### src/rtl/vig_pkg.sv
// Shared constants and types for one vectored interrupt controller group
package vig_pkg;
	// Widths
	localparam int N_REQ = 8;
	localparam int IDX_W = 3;
	// Command opcode field and opcodes
	localparam int CMD_OP_HI = 7;
	localparam int CMD_OP_LO = 5;
	localparam logic [2:0] OP_MODE_LO = 3'h0;
	localparam logic [2:0] OP_MODE_HI = 3'h1;
	localparam logic [2:0] OP_REQ = 3'h2;
	localparam logic [2:0] OP_MASK = 3'h3;
	localparam logic [2:0] OP_SVC = 3'h4;
	localparam logic [2:0] OP_PRESEL = 3'h5;
	localparam logic [2:0] OP_VECSEL = 3'h6;
	localparam logic [7:0] CMD_SOFT_RESET = 8'h00;
	// Command field positions
	localparam int CMD_SET_POS = 4;
	localparam int CMD_ALL_POS = 3;
	localparam int CMD_CNT_HI = 4;
	localparam int CMD_CNT_LO = 3;
	// Mode bit positions
	localparam int MODE_ROTATE = 0;
	localparam int MODE_COMMON = 1;
	localparam int MODE_POLLED = 2;
	localparam int MODE_LOW_W = 5;
	localparam int MODE_SEL_LO = 5;
	localparam int MODE_SEL_HI = 6;
	localparam int MODE_ARM = 7;
	// Status bit positions
	localparam int ST_IRQ = 7;
	localparam int ST_CHAIN = 6;
	localparam int ST_ROTATE = 5;
	localparam int ST_POLLED = 4;
	localparam int ST_ARMED = 3;
	// Readback selection codes in mode bits 6:5
	localparam logic [1:0] RB_SERVICE = 2'h0;
	localparam logic [1:0] RB_MASK = 2'h1;
	localparam logic [1:0] RB_REQUEST = 2'h2;
	localparam logic [1:0] RB_ACLR = 2'h3;
	// Reset values
	localparam logic [7:0] MODE_RST = 8'h00;
	localparam logic [7:0] MASK_RST = 8'hff;
	localparam logic [7:0] ZERO_RST = 8'h00;
	// Timing
	localparam int CLK_PERIOD_NS = 20;
	localparam int MIN_PULSE_NS = 100;
	localparam int MIN_PULSE_CYC = (MIN_PULSE_NS + CLK_PERIOD_NS - 1) / CLK_PERIOD_NS;
	// Data port target chosen by the last preselect command
	typedef enum logic [1:0] {TGT_NONE, TGT_MASK, TGT_ACLR, TGT_VEC} port_target_t;
	// One host access on the parallel port
	typedef struct packed {
		logic sel;
		logic ctrl;
		logic rd;
		logic wr;
		logic [7:0] data;
	} host_access_t;
endpackage

### src/rtl/vectored_interrupt_group_regs.sv
// One eight-input vectored interrupt controller group with its register set
// Function
// - Status bit seven mirrors the group interrupt output, also in polled mode.
// - Status bit six shows chain enable input; first group always enabled.
// - Status bit five high when rotating priority selected in mode bit zero.
// - Status bit four high when polled mode selected in mode bit two.
// - Status bit three follows master arm; disarmed group raises no interrupt.
// - Control port read returns status; control port write loads command.
// - Command register holds last command; opcode acts or preselects data port.
// - Low five mode bits load together; upper three by separate commands.
// - Mode register unreadable except via status; clears on any reset.
// - Request bit sets on inactive-to-active edge meeting minimum pulse width.
// - Request bits clear on reset and acknowledge; commands set or clear them.
// - Readback register chosen by mode bits five and six, then data read.
// - Acknowledge picks top pending unmasked request, clears it, sets service.
// - Fixed priority: only strictly higher requests pass a set service bit.
// - Rotating priority: any set service bit blocks every request.
// - Fence rises with newer higher service bit, falls back when cleared.
// - Mask one blocks; masked latched request fires once unmasked; resets set mask.
// - Mask loads, sets, clears all bits or single bits by command.
// - Auto-clear bit clears service bit within acknowledge; else command clears.
// - Auto-clear register loads by preselect command then data port write.
// - All-zero command performs a software reset of the group.
// - Polled mode forces the group interrupt output inactive.
`timescale 1ns/1ns
module vectored_interrupt_group_regs
	import vig_pkg::*;
#(
	parameter bit FIRST_GROUP = 1'b1,
	parameter int PULSE_CYC = vig_pkg::MIN_PULSE_CYC
)
(
	// Clock and reset
	input wire logic clk_sys_i,
	input wire logic reset_i,
	// Host parallel port
	input wire vig_pkg::host_access_t host_i,
	input wire logic acknowledge_strobe_i,
	output logic [7:0] bus_data_o,
	output logic bus_data_oe_o,
	// Request and chain pins
	input wire logic [7:0] irq_pin_i,
	input wire logic chain_enable_in_i,
	// Group interrupt
	output logic group_irq_out_o
);
	import vig_pkg::*;

	// Counter must hold the pulse width
	if (PULSE_CYC < 1 || PULSE_CYC > 15)
	begin : g_chk
		$error("PULSE_CYC out of range");
	end

	// Single bit or all bits, as commands address them
	function automatic logic [7:0] bit_sel(input logic all, input logic [2:0] idx);
		bit_sel = all ? 8'hff : (8'h01 << idx);
	endfunction

	// First set bit of vec, searching upward from start with wrap
	function automatic logic [2:0] pick(input logic [7:0] vec, input logic [2:0] start);
		logic [2:0] k;
		pick = start;
		for (int i = 7; i >= 0; i--)
		begin
			k = start + 3'(i);
			if (vec[k])
				pick = k;
		end
	endfunction

	// Registers
	logic [7:0] mode_r;
	logic [7:0] cmd_r;
	logic [7:0] req_r;
	logic [7:0] svc_r;
	logic [7:0] mask_r;
	logic [7:0] aclr_r;
	logic [7:0] vec_mem_r [8];
	logic [2:0] vec_idx_r;
	logic [2:0] last_r;
	logic irq_r;
	logic [7:0] dout_r;
	logic oe_r;
	port_target_t tgt_r;
	// Synchronisers and pulse qualifiers
	logic [7:0] s1_r, s2_r, s3_r, lvl_r;
	logic c1_r, c2_r, c3_r, chain_r;
	logic [3:0] pw_cnt_r [8];
	logic [7:0] edge_set;

	// Bus decode
	wire cmd_wr = host_i.sel && host_i.ctrl && host_i.wr;
	wire dat_wr = host_i.sel && !host_i.ctrl && host_i.wr;
	wire stat_rd = host_i.sel && host_i.ctrl && host_i.rd;
	wire dat_rd = host_i.sel && !host_i.ctrl && host_i.rd;
	wire [2:0] op = host_i.data[CMD_OP_HI:CMD_OP_LO];
	wire [7:0] cmd_bits = bit_sel(host_i.data[CMD_ALL_POS], host_i.data[2:0]);
	wire cmd_set = host_i.data[CMD_SET_POS];
	wire soft_rst = cmd_wr && host_i.data == CMD_SOFT_RESET;
	wire op_mode_lo = cmd_wr && !soft_rst && op == OP_MODE_LO;
	wire op_mode_hi = cmd_wr && op == OP_MODE_HI;
	wire op_req = cmd_wr && op == OP_REQ;
	wire op_mask = cmd_wr && op == OP_MASK;
	wire op_svc = cmd_wr && op == OP_SVC;
	wire op_presel = cmd_wr && op == OP_PRESEL;
	wire op_vecsel = cmd_wr && op == OP_VECSEL;

	// Status mirror; low three bits are internal and read zero
	wire chain_ok = FIRST_GROUP ? 1'b1 : chain_r;
	wire [7:0] status = {irq_r, chain_ok, mode_r[MODE_ROTATE], mode_r[MODE_POLLED],
		mode_r[MODE_ARM], 3'h0};

	// Priority fence: fixed admits only indices below the lowest set service bit
	wire rotate = mode_r[MODE_ROTATE];
	wire [2:0] top_svc = pick(svc_r, 3'h0);
	wire [7:0] fence = (svc_r == 8'h00) ? 8'hff :
		rotate ? 8'h00 :
		~(8'hff << top_svc);
	wire [7:0] pending = req_r & ~mask_r & fence;
	wire [2:0] start = rotate ? last_r + 3'h1 : 3'h0;
	wire [2:0] win = pick(pending, start);
	wire irq_nxt = (pending != 8'h00) && mode_r[MODE_ARM] && !mode_r[MODE_POLLED]
		&& chain_ok;
	// Acknowledge only honoured while the group is actually requesting
	wire ack = acknowledge_strobe_i && irq_r && (pending != 8'h00);
	wire [7:0] win_bit = bit_sel(1'b0, win);
	wire svc_keep = !aclr_r[win];

	// Set and clear masks; a hardware set wins over any clear
	wire [7:0] req_clr = (ack ? win_bit : 8'h00) |
		((op_req && !cmd_set) ? cmd_bits : 8'h00);
	wire [7:0] req_set = edge_set | ((op_req && cmd_set) ? cmd_bits : 8'h00);
	wire [7:0] svc_clr = op_svc ? cmd_bits : 8'h00;
	wire [7:0] svc_set = (ack && svc_keep) ? win_bit : 8'h00;
	wire [7:0] req_nxt = (req_r & ~req_clr) | req_set;
	wire [7:0] svc_nxt = (svc_r & ~svc_clr) | svc_set;

	// Data port readback picked by mode bits six and five
	wire [1:0] rb_sel = mode_r[MODE_SEL_HI:MODE_SEL_LO];
	wire [7:0] rb_data = (rb_sel == RB_SERVICE) ? svc_r :
		(rb_sel == RB_MASK) ? mask_r :
		(rb_sel == RB_REQUEST) ? req_r : aclr_r;
	wire [2:0] vec_slot = mode_r[MODE_COMMON] ? 3'h0 : win;

	// Three-stage pin synchronisers; level moves when stages two and three agree
	always_ff @(posedge clk_sys_i or posedge reset_i)
	begin
		if (reset_i)
		begin
			s1_r <= ZERO_RST;
			s2_r <= ZERO_RST;
			s3_r <= ZERO_RST;
			lvl_r <= ZERO_RST;
			c1_r <= 1'b0;
			c2_r <= 1'b0;
			c3_r <= 1'b0;
			chain_r <= 1'b0;
		end
		else
		begin
			s1_r <= irq_pin_i;
			s2_r <= s1_r;
			s3_r <= s2_r;
			lvl_r <= (s2_r & ~(s2_r ^ s3_r)) | (lvl_r & (s2_r ^ s3_r));
			c1_r <= chain_enable_in_i;
			c2_r <= c1_r;
			c3_r <= c2_r;
			chain_r <= (c2_r == c3_r) ? c2_r : chain_r;
		end
	end

	// Pulse width qualifier: fires once per active period, low level rearms it
	for (genvar g = 0; g < N_REQ; g++)
	begin : g_pw
		assign edge_set[g] = lvl_r[g] && pw_cnt_r[g] == 4'(PULSE_CYC - 1);
		always_ff @(posedge clk_sys_i or posedge reset_i)
		begin
			if (reset_i)
				pw_cnt_r[g] <= 4'h0;
			else if (!lvl_r[g])
				pw_cnt_r[g] <= 4'h0;
			else if (pw_cnt_r[g] != 4'(PULSE_CYC))
				pw_cnt_r[g] <= pw_cnt_r[g] + 4'h1;
		end
	end

	// Command and mode registers
	always_ff @(posedge clk_sys_i or posedge reset_i)
	begin
		if (reset_i)
		begin
			cmd_r <= ZERO_RST;
			mode_r <= MODE_RST;
		end
		else
		begin
			if (cmd_wr)
				cmd_r <= host_i.data;
			if (soft_rst)
				mode_r <= MODE_RST;
			else if (op_mode_lo)
				mode_r[MODE_LOW_W-1:0] <= cmd_r[MODE_LOW_W-1:0] ^ cmd_r[MODE_LOW_W-1:0]
					^ host_i.data[MODE_LOW_W-1:0];
			else if (op_mode_hi && !host_i.data[CMD_ALL_POS])
				mode_r[MODE_SEL_HI:MODE_SEL_LO] <= host_i.data[1:0];
			else if (op_mode_hi)
				mode_r[MODE_ARM] <= host_i.data[0];
		end
	end

	// Request, service, mask and auto-clear registers
	always_ff @(posedge clk_sys_i or posedge reset_i)
	begin
		if (reset_i)
		begin
			req_r <= ZERO_RST;
			svc_r <= ZERO_RST;
			mask_r <= MASK_RST;
			aclr_r <= ZERO_RST;
			last_r <= 3'h7;
		end
		else if (soft_rst)
		begin
			req_r <= ZERO_RST;
			svc_r <= ZERO_RST;
			mask_r <= MASK_RST;
			last_r <= 3'h7;
		end
		else
		begin
			req_r <= req_nxt;
			svc_r <= svc_nxt;
			if (dat_wr && tgt_r == TGT_MASK)
				mask_r <= host_i.data;
			else if (op_mask)
				mask_r <= cmd_set ? (mask_r | cmd_bits) : (mask_r & ~cmd_bits);
			if (dat_wr && tgt_r == TGT_ACLR)
				aclr_r <= host_i.data;
			if (ack)
				last_r <= win;
		end
	end

	// Data port target; a vector slot takes exactly one byte per preselect
	always_ff @(posedge clk_sys_i or posedge reset_i)
	begin
		if (reset_i)
		begin
			tgt_r <= TGT_NONE;
			vec_idx_r <= 3'h0;
		end
		else if (soft_rst)
			tgt_r <= TGT_NONE;
		else if (op_presel)
			tgt_r <= host_i.data[0] ? TGT_ACLR : TGT_MASK;
		else if (op_vecsel)
		begin
			tgt_r <= TGT_VEC;
			vec_idx_r <= host_i.data[2:0];
		end
		else if (dat_wr && tgt_r == TGT_VEC)
			tgt_r <= TGT_NONE;
	end

	// Vector memory survives a software reset
	always_ff @(posedge clk_sys_i or posedge reset_i)
	begin
		if (reset_i)
		begin
			for (int i = 0; i < N_REQ; i++)
				vec_mem_r[i] <= ZERO_RST;
		end
		else if (dat_wr && tgt_r == TGT_VEC)
			vec_mem_r[vec_idx_r] <= host_i.data;
	end

	// Bus drive and interrupt; a read or acknowledge drives one cycle later
	always_ff @(posedge clk_sys_i or posedge reset_i)
	begin
		if (reset_i)
		begin
			irq_r <= 1'b0;
			dout_r <= ZERO_RST;
			oe_r <= 1'b0;
		end
		else
		begin
			irq_r <= irq_nxt;
			oe_r <= stat_rd || dat_rd || ack;
			if (ack)
				dout_r <= vec_mem_r[vec_slot];
			else if (stat_rd)
				dout_r <= status;
			else if (dat_rd)
				dout_r <= rb_data;
		end
	end

	assign group_irq_out_o = irq_r;
	assign bus_data_o = dout_r;
	assign bus_data_oe_o = oe_r;

	// Checks
	AST_IRQ_MIRROR: assert property (@(posedge clk_sys_i) disable iff (reset_i)
		stat_rd && !ack |=> (bus_data_o[ST_IRQ] == $past(irq_r)) && bus_data_oe_o)
		else $error("status bit seven does not mirror interrupt");
	AST_STATUS_MODE: assert property (@(posedge clk_sys_i) disable iff (reset_i)
		stat_rd && !ack |=> bus_data_o[ST_ROTATE] == $past(mode_r[MODE_ROTATE])
		&& bus_data_o[ST_POLLED] == $past(mode_r[MODE_POLLED])
		&& bus_data_o[ST_ARMED] == $past(mode_r[MODE_ARM]))
		else $error("status mode flags wrong");
	AST_CHAIN: assert property (@(posedge clk_sys_i) disable iff (reset_i)
		stat_rd && !ack |=> bus_data_o[ST_CHAIN] == (FIRST_GROUP || $past(chain_r)))
		else $error("chain enable flag wrong");
	AST_SOFT_RESET: assert property (@(posedge clk_sys_i) disable iff (reset_i)
		soft_rst |=> mode_r == MODE_RST && mask_r == MASK_RST && req_r == ZERO_RST
		&& svc_r == ZERO_RST)
		else $error("software reset incomplete");
	AST_POLLED_QUIET: assert property (@(posedge clk_sys_i) disable iff (reset_i)
		mode_r[MODE_POLLED] |=> !group_irq_out_o)
		else $error("interrupt while polled");
	AST_DISARMED: assert property (@(posedge clk_sys_i) disable iff (reset_i)
		!mode_r[MODE_ARM] |=> !group_irq_out_o)
		else $error("interrupt while disarmed");
	AST_ROTATE_FENCE: assert property (@(posedge clk_sys_i) disable iff (reset_i)
		rotate && svc_r != 8'h00 |=> !group_irq_out_o)
		else $error("rotating fence breached");
	AST_ACK_SERVICE: assert property (@(posedge clk_sys_i) disable iff (reset_i)
		ack && !soft_rst && !op_svc |=> svc_r[$past(win)] == !$past(aclr_r[win])
		&& bus_data_oe_o)
		else $error("acknowledge did not update service");
	AST_FIXED_FENCE: assert property (@(posedge clk_sys_i) disable iff (reset_i)
		!rotate && svc_r != 8'h00 && (req_r & ~mask_r & ~(8'hff << top_svc)) == 8'h00
		|=> !group_irq_out_o)
		else $error("fixed fence breached");
	AST_EDGE_SET: assert property (@(posedge clk_sys_i) disable iff (reset_i)
		edge_set != 8'h00 && !soft_rst |=> (req_r & $past(edge_set)) == $past(edge_set))
		else $error("qualified edge lost");
endmodule

### config.mk
export PLATFORM = sky130hd
export DESIGN_NAME = vectored_interrupt_group_regs
export DESIGN_NICKNAME = d
export VERILOG_FILES = /design/src/rtl/vig_pkg.sv /design/src/rtl/vectored_interrupt_group_regs.sv
export SDC_FILE = /design/constraint.sdc
export NUM_CORES = 1
export LEC_CHECK = 0
export BUFFER_PORTS_ARGS = -buffer_cell sky130_fd_sc_hd__buf_2
export CAP_MARGIN = 20
export CORE_MARGIN = 3
export CORE_UTILIZATION = 40
export DETAILED_ROUTE_END_ITERATION = 10
export PLACE_DENSITY = 0.52
export SYNTH_ARGS = -nofsm -noshare
export SYNTH_HDL_FRONTEND = slang
export SYNTH_SLANG_ARGS = --single-unit
### constraint.sdc
create_clock -name clk_sys_i -period 17 [get_ports clk_sys_i]
set_input_delay 5.1 -clock clk_sys_i [delete_from_list [all_inputs] [get_ports clk_sys_i]]
set_output_delay 5.1 -clock clk_sys_i [all_outputs]
set_load 0.05 [all_outputs]
==> results of run 1 <==
Yosys cell counts, types with 10 or more instances:
cell type,instances
mux2_2,70
mux4_2,10
nor2_1,52
clkbuf_1,33
ha_1,27
and2_1,16
inv_1,31
o211ai_1,14
o21ai_0,49
nor2b_1,23
mux2i_1,41
a31oi_1,24
nor3_1,13
dfrtp_1,173
a21oi_1,48
nand2_1,88
dfstp_2,11
xnor2_1,12
nand3_1,36
nand2b_1,17
logic make-up after synthesis:
family | Yosys count | share of synthesized area (%)
compound gates | 223 | 15.4
xor+xnor | 15 | 1.56
fa+ha+maj | 35 | 4.15
buf+inv | 80 | 3.40
flops | 184 | 45.8
mux | 123 | 14.4
simple gates | 299 | 15.2
sequential cells by signal, indices dropped and copies added (netlist names), named ones only:
signal	count
vec_mem_r	64
pw_cnt_r	32
aclr_r	8
bus_data_o	8
mask_r	8
req_r	8
s1_r	8
s2_r	8
s3_r	8
svc_r	8
mode_r	6
last_r	3
vec_idx_r	3
tgt_r	2
bus_data_oe_o	1
group_irq_out_o	1
power by group through the flow:
stage / Sequential [mW] / Combinational [mW] / Clock (mW)
after floorplan: 0.602 / 0.755 / 0
after global placement: 0.613 / 1.03 / 0
after detailed placement: 0.615 / 1.02 / 0
after CTS: 0.606 / 1.03 / 0.424
after global routing: 0.620 / 1.11 / 0.442
final: 0.608 / 1.03 / 0.412
final timing paths:
path | from | endpoint | slack (ns)
setup / recovery | host_i[10] | mode_r[7]$_DFFE_PP0P_ | 10.10
hold / removal | s1_r[3]$_DFF_PP0_ | s2_r[3]$_DFF_PP0_ | 0.34
setup reg to reg | last_r[0]$_DFFE_PP1P_ | bus_data_o[6]$_DFFE_PP0P_ | 11.58
hold reg to reg | s1_r[3]$_DFF_PP0_ | s2_r[3]$_DFF_PP0_ | 0.34
max in group asynchronous | reset_i | svc_r[6]$_DFF_PP0_ | 10.75
min in group asynchronous | reset_i | s2_r[1]$_DFF_PP0_ | 4.82
layer usage:
layer	wire length, um	track usage (%)	up-vias	share of wire [%]
met3	1000	3.29	31	3.8
li1	-	-	3538	-
met5	0	0	-	0
met2	12200	31.8	193	46
met4	502	5.41	0	1.9
met1	12600	29.0	3771	48
area by class of cell:
class	instances	area share [%]
clock inverters	15	1.87
inverters	33	1.18
well taps	324	3.65
flip-flops and latches	184	41.5
repair buffers	38	1.85
clock buffers	17	3.83
multi-input cells	695	46.1
worst max-delay path: stages:
cell	delay, ns
buf_2	0.27
nand3_1	0.19
nor2_1	0.32
nand2_1	0.25
or4_1	0.80
nand2_1	0.17
mux2i_1	0.08
==> impl_metrics.toml, run 1 <==
[logic_synthesis]
synth_edf_count = 0
syn_avg_cell_area_um2 = 10.5
async_reset_ff_share_pct = 100
yosysTopAreaCellShare_pct = 43.0
synthesis.nets = 1010
synthDistinctLibCells = 82
ys_ff_latch = 184
yosys.area.top_type = "dfrtp_1"
synthCells = 959
ys_top_cells_by_area = "dfrtp_1 43%, mux2_2 7.8%, mux2i_1 4.1%"
ys_dominant_reg_cell = "dfrtp_1"
ys_seq_area_share_pct = 45.8
ys_warn_count = 0
synth_area_um2 = 10100

[cts]
postCtsHoldBufs = 0
cts_buffers = 17
insertion_delay_ns = 0.43
path_clk_slew_ns = 0.07
cts_max_level = 4
cts_buffer_depth = 2
cts_resized = 0
cts_setup_buffers = 0
cts_sinks = 184
cts_tree = "done"
root_buffer = "clkbuf_16"

[setup_path]
critical_path_class = "in2reg"
startpoint_type = "input pin"
setup.worst_path.end_class = "flip-flop"
worstRegToRegCells = 13
arrival_ns = 7.18
cp.required_ns = 17.28
crit_fanout = 11

[sta]
min_period_over_period_pct = 40.6
rsz0062_at_grt = "false"
final.setup.worst_slack_ns = 10.10
final-setup-viol-count = 0
hold-worst-slack_ns = 0.345
tightest_slew_ns = 1.07
fin_skew_ns = 0.0159
clock.fmax_ghz = 0.145
relSlewSlack_pct = 28.7
period_needed_ns = 6.90
setup_tns_ns = 0
finalHoldViolCount = 0
slew_viol_final = 0

[global_routing]
grt_pass1_vias = 7356
overflow = 0
grt_usage_pct = 20.2
grt_max_degree = 113
grt_pass1_wl_um = 42100
antenna_found_initial = 0

[floorplanning]
die_h_um = 165
die-area_um2 = 27100
die_x_um = 165
initial_utilization_pct = 41.1
ios = 34
row_count = 57
core_region_area_um2 = 24500

[flow_run]
drv_cap = 0

[drt]
vias_per_cell = 5.77
drt_pass1_iterations = 6
wl_per_cell_um = 20.1
finalWirelength_um = 26200
ant_nets = 0
vias = 7533
drc = 0
dr.first_iter.drc_count = 567

[layout]
n_antenna_cell = 0
fin_util_pct = 45.3
ff_latch_area_um2 = 4620
mostFrequentLayoutCell = "dfrtp_1"
fillers = 2319
multi_input_area_um2 = 5120
final_cells = 1306
drive_gt1_share_pct = 19.6
fin_nets = 1020
fin_area_um2 = 11100
layout_common_cells = "173 x dfrtp_1, 88 x nand2_1, 70 x mux2_2, 52 x nor2_1, 49 x o21ai_0"
synthToLayoutAreaGrowth_pct = 10.4

[placement]
routabilityCongestion = 0.856
detailed_place.area_um2 = 10500
dp_slack_ns = 9.68
dp_hpwl_um = 18500
place_inst = 1274
io_buffers = 32

[power_and_ir_drop]
p_total_mw = 2.05
power_density_nw_per_um2 = 184
switching_share_pct = 45.6
p_clk_share_pct = 20.1
p_leak_nw = 4.84
pwr-share-comb_pct = 50.2
p_int_mw = 1.12
switchingPower_uw = 934
pwr-share-seq_pct = 29.7
peakVddDrop_mv = 0.139

[hold_path]
min_path_type = "reg2reg"
hold_depth = 0

[run_status]
outcome = "completed"
Note: power is estimated with default switching activity, not from simulation.
==> run 2: changes to the inputs <==
- ABC_AREA: unset -> 1
- clock period: 17 -> 6.8 ns (I/O delays scaled with it)
==> impl_metrics.toml, run 2 <==
[run_status]
outcome = "completed"

[global_routing]
antenna_found_initial = 4
grt_pass1_wl_um = 42900
grt_pass1_vias = 7674
grt_usage_pct = 20.7
overflow = 0
grt_max_degree = 185

[setup_path]
arrival_ns = 4.89
r2r_slack_ns = 2.32
worst-path-buf-inv = 4
critPathLaunch = "host_i[5]"
critical_path_class = "in2reg"
setup.worst_path.end_class = "flip-flop"
cp.required_ns = 7.12
startpoint_type = "input pin"
worstRegToRegCells = 23
reg2reg_to = "bus_data_o[5]$_DFFE_PP0P_"
crit_cells = 11
crit_path_top_delay_cell = "inv_1"
reg2reg_from = "mode_r[0]$_DFFE_PP0P_"
slowest_delay_ns = 0.73
crit_path_end = "mask_r[7]$_DFFE_PP1P_"
crit_fanout = 20
critPathTopFamily = "simple AND/OR/NAND/NOR gates"
worstPathCellList = "buf_2 -> nor2_1 -> nand2_1 -> nor3_1 -> nand2_1 -> inv_1 -> nor3_1 -> inv_1 -> nand2_1 -> inv_1 -> a32oi_1"

[logic_synthesis]
yosys.area.top_type = "dfrtp_1"
yosysTopAreaCellShare_pct = 44.3
synthCells = 1218
ys_dominant_reg_cell = "dfrtp_1"
syn_avg_cell_area_um2 = 8.02
ys_warn_count = 0
ys_ff_latch = 184
synthesis.nets = 1269
ys_top_cells_by_area = "dfrtp_1 44%, nand2_1 11%, nand3_1 9.7%"
async_reset_ff_share_pct = 100
synth_edf_count = 0
yosys-top-cells-count = "286 x nand2_1, 189 x nand3_1, 173 x dfrtp_1"
synth_area_um2 = 9770
synthDistinctLibCells = 44
synth.most_common_cell = "nand2_1"
ys_seq_area_share_pct = 47.2

[drt]
wl_met1_um = 13000
dr.first_iter.drc_count = 650
vias_per_cell = 5.20
ant_nets = 0
vias = 8132
drt_pass1_iterations = 7
drc = 0
wl_per_cell_um = 16.5
wl_met2_um = 10900
finalWirelength_um = 25800
routed.top_layer = "met5"
wl_met3_um = 1410

[power_and_ir_drop]
power_density_nw_per_um2 = 493
peakVddDrop_mv = 0.337
p_leak_nw = 5.04
p_total_mw = 5.33

[sta]
finalHoldViolCount = 0
rsz0062_at_grt = "false"
final-setup-viol-count = 0
hold-worst-slack_ns = 0.351
clock.fmax_ghz = 0.219
slew_viol_final = 0
period_needed_ns = 4.57
setup_tns_ns = 0
tightest_slew_ns = 1.07
final.setup.worst_slack_ns = 2.23
fin_skew_ns = 0.0151
min_period_over_period_pct = 67.2
relSlewSlack_pct = 28.5

[layout]
layout_common_cells = "286 x nand2_1, 189 x nand3_1, 173 x dfrtp_1, 122 x o21ai_0, 116 x inv_1"
synthToLayoutAreaGrowth_pct = 10.5
top_register = "vec_mem_r"
n_antenna_cell = 0
fin_nets = 1284
mostFrequentLayoutCell = "nand2_1"
largest_reg_flops = 64
drive_gt1_share_pct = 12.6
reg_top3 = "vec_mem_r (64), pw_cnt_r (32)"

[placement]
dp_hpwl_um = 17700
routabilityCongestion = 0.873
dp_slack_ns = 1.82
io_buffers = 32

[floorplanning]
ios = 34
die_h_um = 162
row_count = 56
die-area_um2 = 26300
initial_utilization_pct = 41.2
die_x_um = 162
core_region_area_um2 = 23800

[cts]
cts_buffer_depth = 2
path_clk_slew_ns = 0.07
postCtsHoldBufs = 0
cts_resized = 0
cts_tree = "done"
cts_max_level = 4
cts_sinks = 184
insertion_delay_ns = 0.44
root_buffer = "clkbuf_16"
cts_setup_buffers = 0
cts_buffers = 17

[hold_path]
min_path_type = "reg2reg"

[flow_run]
drv_cap = 0
## run 2: how the worst min path moves through the flow
stage	cells after the start	startpoint	to
after floorplan	0	s1_r[0]$_DFF_PP0_	s2_r[0]$_DFF_PP0_
after global placement	0	s1_r[6]$_DFF_PP0_	s2_r[6]$_DFF_PP0_
after detailed placement	0	s1_r[2]$_DFF_PP0_	s2_r[2]$_DFF_PP0_
after CTS	0	s1_r[5]$_DFF_PP0_	s2_r[5]$_DFF_PP0_
after global routing	0	s1_r[3]$_DFF_PP0_	s2_r[3]$_DFF_PP0_
final	0	s1_r[5]$_DFF_PP0_	s2_r[5]$_DFF_PP0_
## run 2: stage by stage
| stage | std cells | util, % | area, um2 |
|---|---|---|---|
| CTS | 1565 | 45.5 | 10800 |
| global placement | 1533 | 42.9 | 10200 |
| global route | 1565 | 45.5 | 10800 |
| detailed placement | 1533 | 42.9 | 10200 |
| finish | 1565 | 45.5 | 10800 |
| floorplan | 1218 | - | 9780 |
## run 2: area by class of cell
type	count	area [um2]
fillers	2392	13000
flip-flops and latches	184	4620
multi-input cells	865	4490
inverters	130	492
clock buffers	17	425
well taps	319	399
repair buffers	35	195
clock inverters	15	185
## run 2: worst reg2reg max path, cell delays in order (launching register included)
cell,delay [ns]
dfrtp_1,0.58
inv_2,0.18
nor2_8,0.21
inv_2,0.12
ha_1,0.46
inv_1,0.19
o21ai_1,0.24
nand2_1,0.12
nand2_2,0.11
inv_2,0.03
nand2_1,0.05
nand2_1,0.04
nand2_1,0.05
nand2_1,0.06
nand2_2,0.07
nand3_2,0.09
nand2_4,0.42
nand2_2,0.56
nand2_1,0.19
nand3_1,0.11
nand3_1,0.17
nand3_1,0.17
nand3_1,0.11
inv_1,0.04
## run 2: cell families after synthesis
family	count (synthesis)	synth area share (%)
AND/OR/NAND/NOR	625	29.4
adder cells (fa/ha/maj)	35	4.28
flip-flops	184	47.2
AO/OA/AOI/OAI	201	11.9
buffers and inverters	169	6.86
XOR/XNOR	4	0.358
## run 2: power by group
part	internal (mW)	switching [mW]	total [mW]
registers	1.33	0.196	1.52
logic	0.768	1.99	2.76
clock network	0.559	0.484	1.04
## run 2: layer usage
| layer | vias up | GRT usage [%] |
|---|---|---|
| met5 | - | 0 |
| met4 | 8 | 5.58 |
| met3 | 35 | 4.08 |
| met2 | 180 | 29.8 |
| met1 | 3817 | 31.6 |
| li1 | 4092 | - |
